--- src/rtl/pdh_map.vh ---
/*
  Constants of the port descriptor handler: descriptor word fields,
  function codes, register offsets and reset values.
  Assumes it is included by bare name after the header comment.
*/
`ifndef PDH_MAP_VH
`define PDH_MAP_VH

// ******************************************************
// Descriptor word 0 field positions
// ******************************************************
`define PDH_FCODE_HI      15
`define PDH_FCODE_LO      12
`define PDH_SRC_BIT       11
`define PDH_SINK_BIT      10
`define PDH_CSEQ_BIT      9
`define PDH_WRALL_BIT     8
`define PDH_IRQSEL_HI     7
`define PDH_IRQSEL_LO     5
`define PDH_QA_BIT        2

// ******************************************************
// Codes
// ******************************************************
`define PDH_FCODE_MSG     4'h0_00c
`define PDH_IRQSEL_NONE   3'h0_0
`define PDH_IRQSEL_CMP    3'h0_7

// ******************************************************
// Register byte offsets
// ******************************************************
`define PDH_OFS_CTRL      12'h0_000
`define PDH_OFS_STATUS    12'h0_004
`define PDH_OFS_MASK      12'h0_008
`define PDH_OFS_STATE     12'h0_00c
`define PDH_OFS_DISCARD   12'h0_010

// ******************************************************
// Status bit positions and reset values
// ******************************************************
`define PDH_ST_DISCARD    7
`define PDH_ST_FMISS      8
`define PDH_CTRL_RST      1'h1
`define PDH_MASK_RST      9'h0_000
`define PDH_STATUS_RST    9'h0_000
`define PDH_DESC_RST      16'h0_000

`endif

--- src/rtl/pdh_decode.v ---
/*
  Combinational decode of one port descriptor word into the role and
  policy bits the handler acts on.
  Assumes the word is stable while the handler samples the outputs.
*/
`include "pdh_map.vh"
`default_nettype none

module pdh_decode (
  input  wire [15:0] desc,
  input  wire [3:0]  rx_fcode,
  output wire        active_source,
  output wire        active_sink,
  output wire        check_seq_transfer_en,
  output wire        write_always_en,
  output wire        queue_attach,
  output wire [2:0]  transfer_irq_select,
  output wire        fcode_match
);

  // ******************************************************
  // Field decode
  // ******************************************************
  // source bit dominates
  assign active_source = desc[`PDH_SRC_BIT];
  assign active_sink = desc[`PDH_SINK_BIT] & ~desc[`PDH_SRC_BIT];
  assign check_seq_transfer_en = desc[`PDH_CSEQ_BIT];
  assign write_always_en = desc[`PDH_WRALL_BIT];
  assign queue_attach = desc[`PDH_QA_BIT];
  assign transfer_irq_select = desc[`PDH_IRQSEL_HI:`PDH_IRQSEL_LO];
  assign fcode_match = (desc[`PDH_FCODE_HI:`PDH_FCODE_LO] == rx_fcode);

endmodule

`default_nettype wire

--- src/rtl/pdh_top.v ---
/*
  Port descriptor handler: interprets the descriptor word of the port
  selected by a master frame, decides whether the slave frame is stored,
  moves the check sequence to or from descriptor word 3, and raises the
  selected data-transfer interrupt line. APB slave for control/status.
  Assumes frame logic and traffic memory logic run on pclk, so their
  strobes need no synchroniser; strobes are one-cycle pulses.
*/
//
// Function
// - Active sink needs sink bit 1 and source bit 0, else passive sink.
// - Check-sequence bit moves an 8-bit check sequence via descriptor word 3.
// - Queued messages keep check sequences in the descriptor, not the queue.
// - Write-always 0: erroneous slave frame not stored, queued, or paged.
// - Write-always 1: store correct and size-consistent erroneous frames.
// - Frames with size mismatch are always discarded.
// - Interrupt only after successful processing or stored recoverable data.
// - Interrupt select 000 gives no data-transfer interrupt.
// - Select 001 to 101 raise lines 1 to 5.
// - Select 110 raises 6; 111 sink compares, source silent, no line 7.
// - Source bit 1 makes an active source whatever the sink bit.
// - Descriptor read on each port selection; act only on equal code (captured only when idle with ctrl_en set).
`include "pdh_map.vh"
`default_nettype none

module pdh_top (
  input  wire        pclk,
  input  wire        presetn,
  // APB slave
  input  wire        psel,
  input  wire        penable,
  input  wire        pwrite,
  input  wire [11:0] paddr,
  input  wire [31:0] pwdata,
  output reg  [31:0] prdata,
  output reg         pready,
  output reg         pslverr,
  output reg         irq,
  // Master frame side
  input  wire        port_select,
  input  wire [3:0]  rx_fcode,
  input  wire [15:0] port_descriptor,
  // Slave frame side
  input  wire        sf_done,
  input  wire        sf_error,
  input  wire        sf_size_bad,
  input  wire [7:0]  sf_check_seq,
  input  wire        sf_timeout,
  input  wire        tx_done,
  // Traffic memory actions
  output reg         data_store,
  output reg         queue_append,
  output reg         valid_page_flip,
  output reg         cs_store,
  output reg  [7:0]  cs_store_data,
  output reg         cs_load,
  output reg         auto_compare,
  output reg  [6:0]  transfer_done_irq
);

  // ******************************************************
  // State machine codes
  // ******************************************************
  localparam ST_IDLE = 2'd0;
  localparam ST_SINK = 2'd1;
  localparam ST_SRC  = 2'd2;

  reg  [1:0]  state;
  reg  [1:0]  next_state;
  reg  [15:0] desc;
  reg  [3:0]  fcode;
  reg         ctrl_en;
  reg  [8:0]  irq_mask;
  reg  [8:0]  irq_status;
  reg  [8:0]  rd_snap;
  reg         rd_status;
  reg  [15:0] discard_cnt;

  wire        dec_src;
  wire        dec_sink;
  wire        dec_cseq;
  wire        dec_wrall;
  wire        dec_qa;
  wire [2:0]  dec_sel;
  wire        dec_match;
  wire        new_src;
  wire        new_sink;
  wire        new_match;

  // Live decode of the incoming word at selection time
  pdh_decode u_new (
    .desc                  (port_descriptor),
    .rx_fcode              (rx_fcode),
    .active_source         (new_src),
    .active_sink           (new_sink),
    .check_seq_transfer_en (),
    .write_always_en       (),
    .queue_attach          (),
    .transfer_irq_select   (),
    .fcode_match           (new_match)
  );

  // Decode of the captured word for the rest of the transfer
  pdh_decode u_held (
    .desc                  (desc),
    .rx_fcode              (fcode),
    .active_source         (dec_src),
    .active_sink           (dec_sink),
    .check_seq_transfer_en (dec_cseq),
    .write_always_en       (dec_wrall),
    .queue_attach          (dec_qa),
    .transfer_irq_select   (dec_sel),
    .fcode_match           (dec_match)
  );

  // ******************************************************
  // Interrupt line decode
  // ******************************************************
  // One-hot line for a select value; 111 on a sink gives no line
  function [6:0] line_of;
    input [2:0] sel;
    input       sink;
    begin
      line_of = 7'h0_0;
      if (sel != `PDH_IRQSEL_NONE &&
          !(sel == `PDH_IRQSEL_CMP && sink)) begin
        line_of[sel - 3'd1] = 1'b1;
      end
    end
  endfunction

  // ******************************************************
  // Slave frame decision
  // ******************************************************
  wire sel_ok   = port_select & ctrl_en;
  wire sink_end = (state == ST_SINK) & sf_done;
  wire keep     = ~sf_size_bad & (~sf_error | dec_wrall);
  wire stored   = sink_end & keep;
  wire dropped  = sink_end & ~keep;
  wire is_msgq  = dec_qa & (fcode == `PDH_FCODE_MSG);
  wire src_end  = (state == ST_SRC) & tx_done;

  // Next state; a new selection only counts when idle
  always @* begin
    next_state = state;
    case (state)
      ST_IDLE: begin
        if (sel_ok && new_match) begin
          if (new_src) begin
            next_state = ST_SRC;
          end else if (new_sink) begin
            next_state = ST_SINK;
          end
        end
      end
      ST_SINK: begin
        if (sf_done || sf_timeout) begin
          next_state = ST_IDLE;
        end
      end
      ST_SRC: begin
        if (tx_done || sf_timeout) begin
          next_state = ST_IDLE;
        end
      end
      default: begin
        next_state = ST_IDLE;
      end
    endcase
  end

  // Descriptor capture and state register
  always @(posedge pclk or negedge presetn) begin
    if (!presetn) begin
      state <= ST_IDLE;
      desc  <= `PDH_DESC_RST;
      fcode <= 4'h0;
    end else begin
      state <= next_state;
      if (state == ST_IDLE && sel_ok) begin
        desc  <= port_descriptor;
        fcode <= rx_fcode;
      end
    end
  end

  // ******************************************************
  // Traffic memory strobes and interrupt lines
  // ******************************************************
  // Every strobe is registered so the memory side sees clean pulses
  always @(posedge pclk or negedge presetn) begin
    if (!presetn) begin
      data_store        <= 1'b0;
      queue_append      <= 1'b0;
      valid_page_flip   <= 1'b0;
      cs_store          <= 1'b0;
      cs_store_data     <= 8'h00;
      cs_load           <= 1'b0;
      auto_compare      <= 1'b0;
      transfer_done_irq <= 7'h0_0;
    end else begin
      // no write, queue or page change when not kept
      data_store      <= stored & ~is_msgq;
      queue_append    <= stored & is_msgq;
      valid_page_flip <= stored & ~is_msgq;
      // check sequence stored in word 3
      // also when queued, never into the queue
      cs_store        <= stored & dec_cseq;
      if (stored && dec_cseq) begin
        cs_store_data <= sf_check_seq;
      end
      // source loads its check sequence from word 3
      cs_load <= (state == ST_IDLE) & sel_ok & new_match & new_src &
                 port_descriptor[`PDH_CSEQ_BIT];
      // 111 on a sink starts the comparison
      auto_compare <= stored & (dec_sel == `PDH_IRQSEL_CMP);
      if (stored) begin
        transfer_done_irq <= line_of(dec_sel, 1'b1);
      end else if (src_end) begin
        transfer_done_irq <= line_of(dec_sel, 1'b0) &
                             {(dec_sel != `PDH_IRQSEL_CMP), 6'h3f};
      end else begin
        transfer_done_irq <= 7'h0_0;
      end
    end
  end

  // ******************************************************
  // APB slave
  // ******************************************************
  wire setup  = psel & ~penable;
  wire commit = psel & penable & pready;
  wire [8:0] ev_set = {
    (state == ST_IDLE) & sel_ok & ~new_match,
    dropped,
    (stored ? line_of(dec_sel, 1'b1) : 7'h0_0) |
    (src_end ? (line_of(dec_sel, 1'b0) &
                {(dec_sel != `PDH_IRQSEL_CMP), 6'h3f}) : 7'h0_0)
  };

  // Address decode, used only for the error answer; read data uses its own case
  function mapped;
    input [11:0] a;
    begin
      mapped = (a == `PDH_OFS_CTRL)  || (a == `PDH_OFS_STATUS) ||
               (a == `PDH_OFS_MASK)  || (a == `PDH_OFS_STATE)  ||
               (a == `PDH_OFS_DISCARD);
    end
  endfunction

  // One wait-free access cycle; data is snapshotted at setup
  always @(posedge pclk or negedge presetn) begin
    if (!presetn) begin
      pready    <= 1'b0;
      pslverr   <= 1'b0;
      prdata    <= 32'h0000_0000;
      rd_snap   <= 9'h0_00;
      rd_status <= 1'b0;
    end else begin
      pready  <= setup;
      pslverr <= setup & ~mapped(paddr);
      if (setup) begin
        rd_status <= ~pwrite & (paddr == `PDH_OFS_STATUS);
        rd_snap   <= irq_status;
        case (paddr)
          `PDH_OFS_CTRL:    prdata <= {31'h0, ctrl_en};
          `PDH_OFS_STATUS:  prdata <= {23'h0, irq_status};
          `PDH_OFS_MASK:    prdata <= {23'h0, irq_mask};
          `PDH_OFS_STATE:   prdata <= {10'h0, state, dec_src, dec_sink,
                                       2'b00, desc};
          `PDH_OFS_DISCARD: prdata <= {16'h0, discard_cnt};
          default:          prdata <= 32'h0000_0000;
        endcase
      end
    end
  end

  // Control registers; read-clear drops only bits the read returned
  always @(posedge pclk or negedge presetn) begin
    if (!presetn) begin
      ctrl_en     <= `PDH_CTRL_RST;
      irq_mask    <= `PDH_MASK_RST;
      irq_status  <= `PDH_STATUS_RST;
      discard_cnt <= 16'h0000;
      irq         <= 1'b0;
    end else begin
      if (commit && pwrite && paddr == `PDH_OFS_CTRL) begin
        ctrl_en <= pwdata[0];
      end
      if (commit && pwrite && paddr == `PDH_OFS_MASK) begin
        irq_mask <= pwdata[8:0];
      end
      // Set wins over the read clear
      if (commit && rd_status) begin
        irq_status <= (irq_status & ~rd_snap) | ev_set;
      end else begin
        irq_status <= irq_status | ev_set;
      end
      if (dropped && discard_cnt != 16'hffff) begin
        discard_cnt <= discard_cnt + 16'h0001;
      end
      irq <= |(irq_status & irq_mask);
    end
  end

endmodule

`default_nettype wire

--- config.mk ---
export PLATFORM = sky130hd
export DESIGN_NAME = pdh_top
export DESIGN_NICKNAME = d
export VERILOG_FILES = /design/src/rtl/pdh_decode.v /design/src/rtl/pdh_top.v
export VERILOG_INCLUDE_DIRS = /design/src /design/src/rtl
export SDC_FILE = /design/constraint.sdc
export NUM_CORES = 1
export LEC_CHECK = 0
export BUFFER_PORTS_ARGS = -buffer_cell sky130_fd_sc_hd__buf_2
export CAP_MARGIN = 0
export CORE_ASPECT_RATIO = 1.2
export CORE_MARGIN = 4
export CORE_UTILIZATION = 50
export DETAILED_ROUTE_END_ITERATION = 8
export GPL_TIMING_DRIVEN = 0
export PLACE_DENSITY = 0.77
export SETUP_SLACK_MARGIN = 0.1
export SYNTH_ARGS = -nofsm -noshare
export SYNTH_HDL_FRONTEND = slang
export SYNTH_HIERARCHICAL = 1
export SYNTH_SLANG_ARGS = --single-unit
--- constraint.sdc ---
create_clock -name pclk -period 5.57 [get_ports pclk]
set_input_delay 0.557 -clock pclk [delete_from_list [all_inputs] [get_ports pclk]]
set_output_delay 0.557 -clock pclk [all_outputs]
set_load 0.05 [all_outputs]
==> impl_metrics.toml <==
[grt]
grt_pass1_wl_um = 20150
grt_max_degree = 57
antenna_found_initial = 0
first_global_vias = 4009
overflow = 0
grt_use_total_pct = 21.80

[placement]
place_ws_ns = 3.002
place.gp.congestion = 0.8727
hpwl_um = 9567
io_buffers = 102
placed_area_sq_um = 5826

[route]
dr.pass1.iters = 5
drc = 0
wl_per_cell_um = 17.81
vias = 3958
wl_um = 12650
vias_per_cell = 5.575
drt_iter0_drc = 225
ant_nets = 0

[sta]
min_period_ns = 2.294
fin_crit_sh_pct = 41.19
rsz0062_at_grt = "false"
worst_pin_slew_ns = 0.9104
final.setup_skew_ns = 0.008308
maxSlewViolCount = 0
fmax_ghz = 0.4359
finalSetupViolations = 0
fin_ws_ns = 3.276
hold_violations = 0
relSlewSlack_pct = 38.84
timing.setup.tns_ns = 0

[floorplanning]
io_pins = 139
initial_utilization_pct = 51.07
dieWidth_um = 100.1
fp.dieArea_sq_um = 11860
rows = 40
dieHeight_um = 118.5
core_sq_um = 9960

[power_and_ir_drop]
ir_drop_mv = 0.1382
finalPower_mw = 1.571
p_per_area_nw_per_um2 = 255.9
pwr-share-clk_pct = 42.3
power_switching_share_pct = 22.98
comb_power_share_pct = 6.5
power_switching_mw = 0.3611
p_int_mw = 1.210
pwr-share-seq_pct = 51.2
power.leakage_nw = 3.179

[critical_path]
path_buf_inv = 1
cp-end-kind = "flop"
critPathSlowestCell = "nor3_1"
required_ns = 5.80
cp.arrival_ns = 2.52
critPathTopFamily = "simple AND/OR/NAND/NOR gates"
crit_type = "reg -> reg"
critPathMaxStageDelay_ns = 0.46
worstPathCellList = "nand3b_1, nor3_1, and2_1, clkbuf_1, mux2_2"
startpoint_type = "flop"
crit_path_max_fanout = 9

[synth]
yosysWarningCount = 6
synthCells = 454
synthesis.area_sq_um = 5086
postSynthAreaPerCell_sq_um = 11.20

[finish]
syn_to_final_growth_pct = 20.71
layout-drive-gt1-share_pct = 33.56
nets = 666
diodes = 0
final_area_sq_um = 6140
multi_input_area_sq_um = 2105
fillCellCount = 850
fin_util_pct = 61.65
layout_commonest_cell = "dfrtp_1"
layout_common_cells = "dfrtp_1, buf_2, nand2_1"
seqCellArea_sq_um = 2754

[clocking]
clockBufferDepth = 2
clock-sinks = 110
cts-resized-gates = 0
path_clk_slew_ns = 0.07
cts-hold-fix-buffers = 0
cts_tree = "done"
cts-root-buf = "clkbuf_16"
h-tree-depth = 3
clock_latency_ns = 0.35
cts_buffers = 9
postCtsSetupBuffers = 0

[outcome]
status = "finished, final reports clean"

[flow_run]
drv_cap = 0

[min_path]
hold_path.class = "in -> async"
-- through the flow --
stage,hold slack (ns),instances
after floorplan,0.2614,465
after global placement,0.4577,693
after detailed placement,0.4639,694
after CTS,0.2838,710
after global routing,0.3213,710
final,0.2594,710
-- cell type report --
type | instances | share of cell area [%]
Clock buffer | 12 | 4.178
Inverter | 10 | 0.6114
Timing Repair Buffer | 103 | 8.804
Multi-Input combinational cell | 305 | 34.28
Buffer | 40 | 3.852
Clock inverter | 4 | 0.8559
Tap cell | 126 | 2.568
Sequential cell | 110 | 44.85
-- power groups by stage --
stage | combinational [mW] | sequential [mW] | clock, mW
6_report | 0.102 | 0.804 | 0.665
5_1_grt | 0.112 | 0.804 | 0.711
4_1_cts | 0.102 | 0.804 | 0.672
3_5_place_dp | 0.102 | 0.819 | 0
3_3_place_gp | 0.0973 | 0.819 | 0
2_1_floorplan | 0.0450 | 0.825 | 0
-- final timing paths --
check	start	to	slack, ns	cells past startpoint
max	state[1]$_DFFE_PN0P_	cs_store_data[5]$_DFFE_PN0P_	3.28	5
min	presetn	rd_snap[0]$_DFFE_PN0P_	0.26	1
max in group asynchronous	presetn	desc[5]$_DFFE_PN0N_	4.60	2
min in group pclk	sf_timeout	state[0]$_DFFE_PN0P_	0.39	2
max reg2reg	state[1]$_DFFE_PN0P_	cs_store_data[5]$_DFFE_PN0P_	3.28	5
min reg2reg	rd_snap[2]$_DFFE_PN0P_	rd_snap[2]$_DFFE_PN0P_	0.49	2
-- state kept, by name, indices dropped and copies added (netlist names) --
| name | cells |
|---|---|
| valid_page_flip | 1 |
| ctrl_en | 1 |
| prdata | 20 |
| irq_status | 9 |
| pslverr | 1 |
| transfer_done_irq | 7 |
| cs_load | 1 |
| cs_store | 1 |
| desc | 16 |
| rd_status | 1 |
| auto_compare | 1 |
| cs_store_data | 8 |
| rd_snap | 9 |
| irq | 1 |
| queue_append | 1 |
| state | 2 |
| fcode | 4 |
| discard_cnt | 16 |
| irq_mask | 9 |
| pready | 1 |
-- per-layer routing --
layer	vias up	share of wire [%]	global-route usage, %
met1	1932	40	27.36
met5	-	0	0
met2	158	52	37.60
met3	25	5.7	3.660
met4	0	2.3	7.835
li1	1843	-	-
Note: power is estimated with default switching activity, not from simulation.
